==> config.mk <==
export PLATFORM = sky130hd
export DESIGN_NAME = hsm_regs
export DESIGN_NICKNAME = d
export VERILOG_FILES = /design/src/hw/hsm_pkg.sv /design/src/hw/hsm_sync.sv /design/src/hw/hsm_timer.sv /design/src/hw/hsm_regs.sv
export SDC_FILE = /design/constraint.sdc
export NUM_CORES = 1
export LEC_CHECK = 0
export BUFFER_PORTS_ARGS = -buffer_cell sky130_fd_sc_hd__buf_4
export CELL_PAD_IN_SITES_DETAIL_PLACEMENT = 1
export CELL_PAD_IN_SITES_GLOBAL_PLACEMENT = 2
export CORE_MARGIN = 2
export CORE_UTILIZATION = 35
export CTS_CLUSTER_SIZE = 28
export DETAILED_ROUTE_END_ITERATION = 7
export PLACE_DENSITY = 0.73
export SYNTH_ARGS = -nofsm -noshare
export SYNTH_HDL_FRONTEND = slang
export SYNTH_SLANG_ARGS = --single-unit
==> constraint.sdc <==
create_clock -name i_clk -period 1.9 [get_ports i_clk]
set_input_delay 0.095 -clock i_clk [delete_from_list [all_inputs] [get_ports i_clk]]
set_output_delay 0.095 -clock i_clk [all_outputs]
set_load 0.01 [all_outputs]
==> src/hw/hsm_pkg.sv <==
// constants, types and state carriers for the haptic status and mode registers
package hsm_pkg;
	// register addresses
	localparam logic [7:0] ADDR_STATUS = 8'h00;
	localparam logic [7:0] ADDR_MODE = 8'h01;
	localparam logic [7:0] ADDR_FIRE = 8'h0c;
	// bus address of this device, arbitrary value
	localparam logic [6:0] DEV_ADDR_DEFAULT = 7'h5a;
	// device kind reported in status bits 7-5, arbitrary value
	localparam logic [2:0] DEVICE_KIND = 3'h1;
	// status field positions
	localparam int ST_RESULT = 3;
	localparam int ST_FB = 2;
	localparam int ST_OT = 1;
	localparam int ST_OC = 0;
	localparam int ST_KIND_LO = 5;
	// mode field positions and reset values
	localparam int MD_RESET = 7;
	localparam int MD_STANDBY = 6;
	localparam int MD_MODE_LO = 0;
	localparam int FIRE_BIT = 0;
	localparam logic STANDBY_RST = 1'b1;
	localparam logic [2:0] MODE_RST = 3'h0;
	// playback mode codes
	localparam logic [2:0] MODE_INTERNAL = 3'h0;
	localparam logic [2:0] MODE_EDGE = 3'h1;
	localparam logic [2:0] MODE_DIAG = 3'h6;
	localparam logic [2:0] MODE_CAL = 3'h7;
	// timing
	localparam int unsigned CLK_MHZ = 250;
	localparam int unsigned BEMF_ZERO_MS = 10;
	localparam int unsigned BEMF_ZERO_CYCLES = BEMF_ZERO_MS * 1000 * CLK_MHZ;
	localparam int unsigned RETRY_US = 1000;
	localparam int unsigned RETRY_CYCLES = RETRY_US * CLK_MHZ;
	localparam logic [2:0] RESET_CYCLES = 3'h4;
	localparam logic [3:0] BITS_PER_BYTE = 4'h8;
	// serial bus slave states
	typedef enum logic [6:0] {
		S_IDLE = 7'h01,
		S_ADDR = 7'h02,
		S_ADDR_ACK = 7'h04,
		S_WR = 7'h08,
		S_WR_ACK = 7'h10,
		S_RD = 7'h20,
		S_RD_ACK = 7'h40
	} hsm_bus_e;
	// pins that arrive from outside the clock domain
	typedef struct packed {
		logic scl;
		logic sda;
		logic trig;
		logic overtemp;
		logic overcurrent;
	} hsm_pins_s;
	// events from on-chip logic on the same clock
	typedef struct packed {
		logic routine_done;
		logic routine_fail;
		logic lock_lost;
		logic bemf_zero;
		logic lra_mode;
	} hsm_event_s;
	// synchroniser state
	typedef struct packed {
		hsm_pins_s meta;
		hsm_pins_s q;
	} hsm_sync_s;
	// timer state
	typedef struct packed {
		logic [31:0] cnt;
		logic hit;
	} hsm_timer_s;
	// register bank and bus slave state
	typedef struct packed {
		hsm_bus_e st;
		logic [3:0] bits;
		logic [7:0] sh;
		logic rw;
		logic ack;
		logic [7:0] ptr;
		logic first;
		logic sda_oe;
		logic scl_q;
		logic sda_q;
		logic trig_q;
		logic f_result;
		logic f_fb;
		logic f_ot;
		logic f_oc;
		logic standby;
		logic [2:0] mode;
		logic go;
		logic [2:0] rst_cnt;
		logic abort;
		logic cancel;
		logic shutdown;
	} hsm_state_s;
endpackage : hsm_pkg

==> src/hw/hsm_sync.sv <==
// two-stage synchroniser for the external pins
`timescale 1ns/100ps
module hsm_sync (
	input wire logic i_clk, // core clock
	input wire logic i_rst_n, // synchronous reset, active low
	input wire hsm_pkg::hsm_pins_s i_d, // raw pins
	output hsm_pkg::hsm_pins_s o_q // synchronised pins
);
	import hsm_pkg::*;

	hsm_sync_s r_reg;
	hsm_sync_s r_next;

	// first stage feeds only the second stage
	always_comb begin
		r_next.meta = i_d;
		r_next.q = r_reg.meta;
	end

	// state register, bus lines idle high
	always_ff @(posedge i_clk) begin
		if (!i_rst_n) begin
			r_reg <= '{meta: '{1'b1, 1'b1, 1'b0, 1'b0, 1'b0},
				q: '{1'b1, 1'b1, 1'b0, 1'b0, 1'b0}};
		end else begin
			r_reg <= r_next;
		end
	end

	assign o_q = r_reg.q;
endmodule : hsm_sync

==> src/hw/hsm_timer.sv <==
// run-length timer: pulses after a condition has held for LIMIT cycles
`timescale 1ns/100ps
module hsm_timer #(
	parameter int unsigned LIMIT = 1
) (
	input wire logic i_clk, // core clock
	input wire logic i_rst_n, // synchronous reset, active low
	input wire logic i_run, // condition being timed
	output logic o_hit // one-cycle pulse each LIMIT cycles of i_run
);
	import hsm_pkg::*;

	hsm_timer_s r_reg;
	hsm_timer_s r_next;

	// count while running, restart on hit or when the condition drops
	always_comb begin
		r_next = r_reg;
		r_next.hit = 1'b0;
		if (!i_run) begin
			r_next.cnt = '0;
		end else if (r_reg.cnt == LIMIT - 1) begin
			r_next.cnt = '0;
			r_next.hit = 1'b1;
		end else begin
			r_next.cnt = r_reg.cnt + 32'h1;
		end
	end

	// state register
	always_ff @(posedge i_clk) begin
		if (!i_rst_n) begin
			r_reg <= '0;
		end else begin
			r_reg <= r_next;
		end
	end

	assign o_hit = r_reg.hit;
endmodule : hsm_timer

==> src/hw/hsm_regs.sv <==
// status and mode registers of the haptic driver behind a two-wire bus slave
// How it works
// - diagnostic result flag reads 0 for a good actuator, 1 for any fault
// - rotating-mass mode: flag feedback timeout after back-EMF zero over 10 ms
// - resonant mode: flag feedback timeout whenever frequency lock is lost
// - reading status clears the feedback timeout flag
// - overtemperature shuts output down and latches status bit 1 until read
// - reading status clears the overtemperature flag
// - overcurrent latches status bit 0; it reads 0 while none occurred
// - low load impedance shuts output down and retries startup periodically
// - writing mode bit 7 aborts playback and restores every register default
// - the full reset bit clears itself once the reset has finished
// - mode bit 6 is software standby, 1 after reset
// - mode field bits 2-0 default 0: internal trigger, fire bit at 0x0c
// - mode field value 1 selects edge triggering from the trigger pin
// - result flag clears on read; valid once the fire bit has cleared
// - calibration: result 0 when converged, 1 when it failed
// - trigger rising edge sets fire; a second one before clear cancels
// - status register sits at address 0x00, before the mode register
`timescale 1ns/100ps
module hsm_regs #(
	parameter logic [6:0] DEV_ADDR = hsm_pkg::DEV_ADDR_DEFAULT,
	parameter int unsigned BEMF_CYCLES = hsm_pkg::BEMF_ZERO_CYCLES,
	parameter int unsigned RETRY_CYCLES = hsm_pkg::RETRY_CYCLES
) (
	input wire logic i_clk, // core clock, 250 MHz
	input wire logic i_rst_n, // synchronous reset, active low
	input wire logic i_scl, // bus clock pin
	input wire logic i_sda, // bus data pin level
	output logic o_sda_o, // bus data drive value, always low
	output logic o_sda_oe, // bus data drive enable, high pulls low
	input wire logic i_trigger_input_pin, // external trigger pin
	input wire logic i_overtemp, // die temperature above threshold
	input wire logic i_overcurrent, // load impedance below threshold
	input wire hsm_pkg::hsm_event_s i_ev, // events from on-chip logic
	output logic o_go, // fire bit, waveform running
	output logic o_cancel, // one-cycle waveform cancel
	output logic o_standby, // software standby
	output logic [2:0] o_mode, // playback mode field
	output logic o_playback_abort, // high while a full reset runs
	output logic o_shutdown, // output stage shut down
	output logic o_retry // one-cycle startup retry pulse
);
	import hsm_pkg::*;

	hsm_state_s r_reg;
	hsm_state_s r_next;
	hsm_pins_s pins_d;
	hsm_pins_s pins_s;
	logic bemf_hit;
	logic bemf_run;

	////////////////////////////////////////////////////////////////////////
	// helpers

	// byte returned for a read at the given address
	function automatic logic [7:0] read_byte(input logic [7:0] a,
		input hsm_state_s s);
		logic [7:0] b;
		b = 8'h00;
		case (a)
			ADDR_STATUS: begin
				b[ST_KIND_LO +: 3] = DEVICE_KIND;
				b[ST_RESULT] = s.f_result;
				b[ST_FB] = s.f_fb;
				b[ST_OT] = s.f_ot;
				b[ST_OC] = s.f_oc;
			end
			ADDR_MODE: begin
				b[MD_RESET] = (s.rst_cnt != 3'h0);
				b[MD_STANDBY] = s.standby;
				b[MD_MODE_LO +: 3] = s.mode; // bits 5-3 stay zero
			end
			ADDR_FIRE: begin
				b[FIRE_BIT] = s.go;
			end
			default: begin
				b = 8'h00;
			end
		endcase
		return b;
	endfunction : read_byte

	// sticky flag: a set in the clearing cycle wins
	function automatic logic flag_next(input logic f, input logic set,
		input logic clr);
		return set | (f & ~clr);
	endfunction : flag_next

	////////////////////////////////////////////////////////////////////////
	// pin synchronisers and timers

	assign pins_d = '{scl: i_scl, sda: i_sda, trig: i_trigger_input_pin,
		overtemp: i_overtemp, overcurrent: i_overcurrent};

	hsm_sync u_sync (
		.i_clk(i_clk),
		.i_rst_n(i_rst_n),
		.i_d(pins_d),
		.o_q(pins_s)
	);

	// back-EMF stuck at zero, only timed for the rotating-mass actuator
	assign bemf_run = i_ev.bemf_zero & ~i_ev.lra_mode;

	hsm_timer #(.LIMIT(BEMF_CYCLES)) u_bemf (
		.i_clk(i_clk),
		.i_rst_n(i_rst_n),
		.i_run(bemf_run),
		.o_hit(bemf_hit)
	);

	// startup retry cadence while the load stays too low
	hsm_timer #(.LIMIT(RETRY_CYCLES)) u_retry (
		.i_clk(i_clk),
		.i_rst_n(i_rst_n),
		.i_run(pins_s.overcurrent),
		.o_hit(o_retry)
	);

	////////////////////////////////////////////////////////////////////////
	// next-state logic

	always_comb begin
		logic rise;
		logic fall;
		logic start;
		logic stop;
		logic load;
		logic clr_rd;
		logic wr_en;
		logic trig_edge;
		logic routine;
		trig_edge = pins_s.trig & ~r_reg.trig_q;
		routine = i_ev.routine_done &&
			(r_reg.mode == MODE_DIAG || r_reg.mode == MODE_CAL);
		rise = pins_s.scl & ~r_reg.scl_q;
		fall = ~pins_s.scl & r_reg.scl_q;
		start = pins_s.scl & r_reg.scl_q & r_reg.sda_q & ~pins_s.sda;
		stop = pins_s.scl & r_reg.scl_q & ~r_reg.sda_q & pins_s.sda;
		load = 1'b0;
		clr_rd = 1'b0;
		wr_en = 1'b0;
		r_next = r_reg;
		r_next.cancel = 1'b0;
		r_next.scl_q = pins_s.scl;
		r_next.sda_q = pins_s.sda;
		r_next.trig_q = pins_s.trig;

		// bus slave: address, pointer, write and read bytes
		case (r_reg.st)
			S_IDLE: begin
				r_next.sda_oe = 1'b0;
			end
			S_ADDR: begin
				if (rise) begin
					r_next.sh = {r_reg.sh[6:0], pins_s.sda};
					r_next.bits = r_reg.bits + 4'h1;
				end
				if (fall && r_reg.bits == BITS_PER_BYTE) begin
					if (r_reg.sh[7:1] == DEV_ADDR) begin
						r_next.st = S_ADDR_ACK;
						r_next.sda_oe = 1'b1;
						r_next.rw = r_reg.sh[0];
					end else begin
						r_next.st = S_IDLE;
					end
				end
			end
			S_ADDR_ACK: begin
				if (fall) begin
					r_next.bits = 4'h0;
					if (r_reg.rw) begin
						load = 1'b1;
						r_next.st = S_RD;
					end else begin
						r_next.sda_oe = 1'b0;
						r_next.first = 1'b1;
						r_next.st = S_WR;
					end
				end
			end
			S_WR: begin
				if (rise) begin
					r_next.sh = {r_reg.sh[6:0], pins_s.sda};
					r_next.bits = r_reg.bits + 4'h1;
				end
				if (fall && r_reg.bits == BITS_PER_BYTE) begin
					r_next.sda_oe = 1'b1;
					r_next.st = S_WR_ACK;
					if (r_reg.first) begin
						r_next.ptr = r_reg.sh;
						r_next.first = 1'b0;
					end else begin
						wr_en = 1'b1;
						r_next.ptr = r_reg.ptr + 8'h01;
					end
				end
			end
			S_WR_ACK: begin
				if (fall) begin
					r_next.sda_oe = 1'b0;
					r_next.bits = 4'h0;
					r_next.st = S_WR;
				end
			end
			S_RD: begin
				if (rise) begin
					r_next.bits = r_reg.bits + 4'h1;
				end
				if (fall) begin
					if (r_reg.bits == BITS_PER_BYTE) begin
						r_next.sda_oe = 1'b0;
						r_next.st = S_RD_ACK;
					end else begin
						r_next.sh = {r_reg.sh[6:0], 1'b0};
						r_next.sda_oe = ~r_reg.sh[6];
					end
				end
			end
			S_RD_ACK: begin
				if (rise) begin
					r_next.ack = ~pins_s.sda;
				end
				if (fall) begin
					r_next.bits = 4'h0;
					if (r_reg.ack) begin
						load = 1'b1;
						r_next.st = S_RD;
					end else begin
						r_next.st = S_IDLE;
					end
				end
			end
			default: begin
				r_next.st = S_IDLE;
				r_next.sda_oe = 1'b0;
			end
		endcase

		// load a read byte; reading status clears its sticky flags
		if (load) begin
			r_next.sh = read_byte(r_reg.ptr, r_reg);
			r_next.sda_oe = ~r_next.sh[7];
			r_next.ptr = r_reg.ptr + 8'h01;
			clr_rd = (r_reg.ptr == ADDR_STATUS);
		end

		// start and stop override any transfer in flight
		if (start) begin
			r_next.st = S_ADDR;
			r_next.bits = 4'h0;
			r_next.sda_oe = 1'b0;
		end else if (stop) begin
			r_next.st = S_IDLE;
			r_next.sda_oe = 1'b0;
		end

		// status flags
		r_next.f_ot = flag_next(r_reg.f_ot, pins_s.overtemp, clr_rd);
		r_next.f_oc = flag_next(r_reg.f_oc, pins_s.overcurrent,
			clr_rd);
		r_next.f_fb = flag_next(r_reg.f_fb,
			i_ev.lra_mode ? i_ev.lock_lost : bemf_hit, clr_rd);
		if (routine) begin
			r_next.f_result = i_ev.routine_fail;
		end else begin
			r_next.f_result = r_reg.f_result & ~clr_rd;
		end
		r_next.shutdown = pins_s.overtemp | pins_s.overcurrent;

		// fire bit: self-clears when the routine or waveform ends
		if (i_ev.routine_done) begin
			r_next.go = 1'b0;
		end
		if (r_reg.mode == MODE_EDGE && trig_edge) begin
			if (r_reg.go) begin
				r_next.go = 1'b0;
				r_next.cancel = 1'b1;
			end else begin
				r_next.go = 1'b1;
			end
		end

		// register writes
		if (wr_en && r_reg.ptr == ADDR_MODE) begin
			if (r_reg.sh[MD_RESET]) begin
				r_next.rst_cnt = RESET_CYCLES;
			end else begin
				r_next.standby = r_reg.sh[MD_STANDBY];
				r_next.mode = r_reg.sh[MD_MODE_LO +: 3];
			end
		end
		if (wr_en && r_reg.ptr == ADDR_FIRE) begin
			if (r_reg.sh[FIRE_BIT]) begin
				r_next.go = 1'b1;
			end else if (r_reg.go) begin
				r_next.go = 1'b0;
				r_next.cancel = 1'b1;
			end
		end

		// full reset: hold defaults until the count runs out
		if (r_reg.rst_cnt != 3'h0) begin
			r_next.rst_cnt = r_reg.rst_cnt - 3'h1;
			r_next.standby = STANDBY_RST;
			r_next.mode = MODE_RST;
			r_next.go = 1'b0;
			r_next.cancel = 1'b0;
			r_next.f_result = 1'b0;
			r_next.f_fb = 1'b0;
			r_next.f_ot = 1'b0;
			r_next.f_oc = 1'b0;
		end
		r_next.abort = (r_next.rst_cnt != 3'h0);
	end

	////////////////////////////////////////////////////////////////////////
	// state register

	always_ff @(posedge i_clk) begin
		if (!i_rst_n) begin
			r_reg <= '0;
			r_reg.st <= S_IDLE;
			r_reg.scl_q <= 1'b1;
			r_reg.sda_q <= 1'b1;
			r_reg.standby <= STANDBY_RST;
			r_reg.mode <= MODE_RST;
		end else begin
			r_reg <= r_next;
		end
	end

	// outputs straight from the state register; the data drive value is tied low
	assign o_sda_o = 1'b0;
	assign o_sda_oe = r_reg.sda_oe;
	assign o_go = r_reg.go;
	assign o_cancel = r_reg.cancel;
	assign o_standby = r_reg.standby;
	assign o_mode = r_reg.mode;
	assign o_playback_abort = r_reg.abort;
	assign o_shutdown = r_reg.shutdown;
endmodule : hsm_regs

# Word-level counts from Yosys, hierarchy flattened

Cells that the tools add are included.

Output and inout port bits: 11
Word-level logic and storage cells: 221
Register bits after elaboration: 125

Multiplexer cells: 67
Bitwise operators: 31
Equal/unequal tests: 45
Add/subtract/negate cells: 5
Reductions and logical operators: 35

Operator list:

| kind                                                   | count |
|---|---|
| adder 32 x 1 -> 32 bit (second input constant)         | 2 |
| one-hot mux 7 bit (7 select lines)                     | 1 |
| two-way mux 8 bit                                      | 6 |
| two-way mux 11 bit                                     | 3 |
| equality test 32 x 18 -> 1 bit (second input constant) | 1 |
| equality test 32 x 22 -> 1 bit (second input constant) | 1 |
| two-way mux 1 bit                                      | 31 |
| two-way mux 7 bit                                      | 4 |
| inequality test 4 bit (second input constant)          | 7 |
| inequality test 3 bit (second input constant)          | 9 |
| AND reduction 8 bit                                    | 3 |
| inequality test 2 bit (second input constant)          | 11 |
| one-hot mux 4 bit (5 select lines)                     | 1 |
| one-hot mux 8 bit (2 select lines)                     | 1 |
| equality test 7 bit (second input constant)            | 2 |
| NOT 1 bit                                              | 14 |
| bitwise AND 1 bit                                      | 13 |
| two-way mux 12 bit                                     | 1 |
| two-way mux 2 bit                                      | 6 |
| two-way mux 3 bit                                      | 4 |
| two-way mux 6 bit                                      | 2 |
| AND reduction 4 bit                                    | 3 |
| two-way mux 10 bit                                     | 1 |
| AND reduction 2 bit                                    | 5 |
| other kinds (32)                                       | 51 |

# Depth between registers and ports, before layout

Depth in word-level cells: 9
Mapped depth: 8
Mapped depth without buffers: 8

# Modules after synthesis

Synthesis repeated with hierarchy kept, for this count alone.

Cell total of the unflattened synthesis: 749
Area total of the unflattened synthesis: 6,383.6 sq um

Modules (own cells, without submodules):

| module              | cells an instance | area an instance (sq um) | times used | sequential area each (sq um) |
|---|---|---|---|---|
| hsm_regs            | 343               | 2,829.0                  | 1          | 980.9 |
| hsm_timer (u_bemf)  | 194               | 1,690.4                  | 1          | 660.6 |
| hsm_timer (u_retry) | 192               | 1,601.5                  | 1          | 660.6 |
| hsm_sync            | 20                | 262.8                    | 1          | 200.2 |

# Worst setup path after synthesis

Ideal clock, no wire load.

Kind: reg2reg
Start: register r_reg[43] (netlist name)
End: register r_reg[24] (netlist name)
Path buffers: 1
Clock period less this slack: 2.063 ns
Stages on the path, launching flop included: 8
Data arrival time: 1.945 ns
Setup slack: -0.163 ns
Path through: dfxtp_1 buf_6 or4_4 a211oi_4 nand2_2 and2_1 a21o_1 a32o_1

Word-level cells in the longest chain between the ends: 4

Ends and longest elaborated chain:

| element                                                                    | RTL line        | text |
|---|---|---|
| start: declaration                                                         | hsm_regs.sv:46  | `hsm_state_s r_reg;` |
| start signal: assignment                                                   | hsm_regs.sv:330 | `r_reg <= r_next;` |
| equality test 7 bit / equality test 7 x 3 -> 1 bit (equally long branches) | hsm_regs.sv:151 | `case (r_reg.st)` |
| one-hot mux 1 bit (2 select lines)                                         | hsm_regs.sv:151 |  |
| nonzero test 2 bit (no source line)                                        | -               |  |
| AND reduction 2 bit (no source line)                                       | -               |  |

Parallel ways exist; a longest one is shown, timed or not.
A chain may end at the register's enable or synchronous reset.

# Worst setup path after layout

Start: register r_reg[43] (netlist name)
End: register r_reg[23] (netlist name)

Same word-level chain as after synthesis.

==> run summary <==
Outcome: finished, violations left
Failing checks: negative setup slack
Yosys reg bits: 125
# diodes: 0
Vias: 5611
DR vias/cell: 5.22
Total Power: 6560 µW
Hold Fails Final Rpt: 0
Flop pwr share: 41.5%
Clock network power share: 50.0%
Min Tclk post-route: 2.16 ns
Synth Flop Type: dfxtp_1
Max reg flops: 40
Maximum vdd drop: 0.000652 V
Top cells by area, synth: dfxtp_1, nor2_1, xor2_1
Slew margin rel.: 60.4%
Synth warn: 0
Crit share post-route: 114%
First-pass GRT wire length: 29.2 mm
CP startpoint kind: flop
Worst flop-to-flop path startpoint: r_reg[43]
Drt wl/cell: 18.0 µm
Total GRT Usage: 20.4%
DRT Wirelength: 19.4 mm
Crit. End Element: flop
H-tree depth: 4
Row Count: 47
Layout area overhead: 46.0%
Critical path destination: r_reg[23]
Chain of cells forming the critical path: or4_4, a211oi_4, buf_6, a21oi_4, buf_8, a31o_4, a21oi_2, nor2_1
Port Buffers: 21
RSZ-0062 raised after global routing: yes
Slowest CP cell: or4_4
Logic pwr share: 8.5%
EDFF count, synth: 0
Maximum clock rate: 463 MHz
Worst Hold Class: in -> reg
Core Region: 16600 µm²
Top cell type's share of synthesized area: 41.8%
CP max FO: 8
Syn_nets: 717
DRT antenna net count: 0
Worst reg2reg path endpoint: r_reg[23]
Leakage: 0.00324 µW
Kind of critical path: reg -> reg
Switching share of power: 24.6%
Die span in y: 135 µm
Clock sink count: 125
Setup TNS Final: -4.42 ns
Root Buffer: clkbuf_16
TritonRoute pass-1 iters: 4
Worst path max stage delay: 0.58 ns
R2r setup slk: -0.26 ns
Ports: 23
Vias in the first global route: 5825
CP Depth: 8
CP startpoint: r_reg[43]
Mean post-synth cell area: 8.61 µm²
Fin Hold WS: 0.0590 ns
Util after Layout: 52.6%
Worst-path clk slew: 0.06 ns
Crit path DAT: 2.46 ns
Clk buf depth: 2
Die Area: 18200 µm²
Syn Inst Count: 696
CTS tree: done
Setup Skew: 0.0109 ns
# DRC: 0
Post-synth top area cell: dfxtp_1
Setup violators final: 34
Pin count of the biggest net entering global routing: 33
Async SR Flop Fraction: 0%
Maxcap violations: 0
Cell variety after synth: 71
Most frequent cells in the layout: buf_4, nor2_1, dfxtp_1, nand2_1
R2r worst-path depth: 8
NumNets Final: 863
Final max-slew violation count: 0
Final worst slack: -0.258 ns
Commonest non-fill, non-tap cell in the layout: buf_4
Net Sw Power: 1610 µW
Setup WS pre-CTS: -0.257 ns
Clk Latency, worst-skew pair: 0.42 ns
Starting Density: 36.0%
Sequential fraction of the synthesis area: 41.8%
Worst Path Buf+Inv: 2
Hold Path Origin: i_ev[4]
Top Family by Delay on Critical Path: compound AO/OA/AOI/OAI gates
Worst-Margin Slew: 0.594 ns
Pwr/cell area: 750 nW/µm²
DR iter-0 viols: 226
Gr ovfl total: 0
DP HPWL: 12.1 mm
Initial antenna violation count: 0
Critical Path RT: 2.20 ns
Gpl congestion: 0.830
Die width: 135 µm
Mapped cell area: 5990 µm²
Int Pwr: 4950 µW
Layout cell share with drive strength beyond 1: 34.7%
Total CTS buffers: 17
how the worst min path moves through the flow:
stage | to | slack, ns | cells past startpoint
global placement | u_sync.r_next[4] | 0.28 | 2
detailed placement | u_sync.r_next[4] | 0.29 | 2
floorplan | u_bemf.o_hit | 0.17 | 1
global route | o_go | 0.09 | 4
CTS | r_reg[14] | 0.02 | 4
finish | o_go | 0.06 | 4
power groups by stage:
stage                     Clock, µW  Combinational, µW  Sequential, µW
after floorplan                   0                278            2780
after global placement            0                421            2770
after global routing           3460                618            2730
final                          3280                556            2720
after detailed placement          0                441            2780
after CTS                      3340                500            2720
cell usage after synthesis, types with 3 or more instances:
cell       number
nand3_1        41
o21ai_0        14
nand2b_1       10
or3_1           4
a21o_1          4
buf_6           5
and3_1         17
nor4_1         14
nand3b_1        4
nor4b_1         5
dfxtp_1       125
xnor2_1        33
nor3b_1         5
buf_4           6
xor2_1         34
nand2_1        46
o2111ai_1       3
nor2b_1         5
nor3_1         11
nor2_1        124
o211ai_1        3
ha_1            9
nand4_1        20
a211oi_1        6
a22oi_1         3
and2_1         10
inv_1          19
mux2i_1        14
and4_1          7
clkbuf_1       16
a21oi_1        24
a311oi_1        3
metal layers:
metal,up-vias,track usage (%),share of wire (%)
li1,2732,-,-
met1,2813,24.8,45
met2,46,35.3,52
met3,20,4.65,1.9
met4,0,6.78,1.2
met5,-,0,0
stage by stage:
stage,cells,area (µm²)
2_1_floorplan,696,6030
3_3_place_gp,999,7010
3_5_place_dp,999,7010
4_1_cts,1061,8120
5_1_grt,1075,8750
6_report,1075,8750
area by class of cell:
type | count | area, µm²
inverters | 19 | 71.3
repair buffers | 160 | 1430
clock inverters | 12 | 136
multi-input cells | 519 | 3850
flip-flops and latches | 125 | 2520
well taps | 220 | 275
clock buffers | 20 | 457
fillers | 1852 | 7900
logic make-up (layout without fill, tap and decap cells):
logic type | Yosys count | after routing | synth area share (%)
compound gates | 86 | 86 | 10.3
xor+xnor | 67 | 67 | 9.79
fa+ha+maj | 9 | 9 | 1.88
buf+inv | 52 | 211 | 4.68
flops | 125 | 125 | 41.8
mux | 16 | 16 | 2.78
other cells | 1 | 1 | 0.0626
simple gates | 340 | 340 | 28.8
timing repair:
item / CTS / global route
gates resized for setup: 67 / 96
endpoints found under the hold margin: 13 / 0
setup buffers: 17 / 12
endpoints found under the setup margin: 68 / 105
pin swaps: 34 / 38
hold buffers: 13 / 0
gates cloned: 0 / 4
worst register-to-register path, delay by kind of cell (launching register included):
family | cells | cell delay [ns]
flip-flops | 1 | 0.35
AO/OA/AOI/OAI | 4 | 0.71
AND/OR/NAND/NOR | 2 | 0.63
buffers and inverters | 2 | 0.36
(Power assumes the default switching activity.)
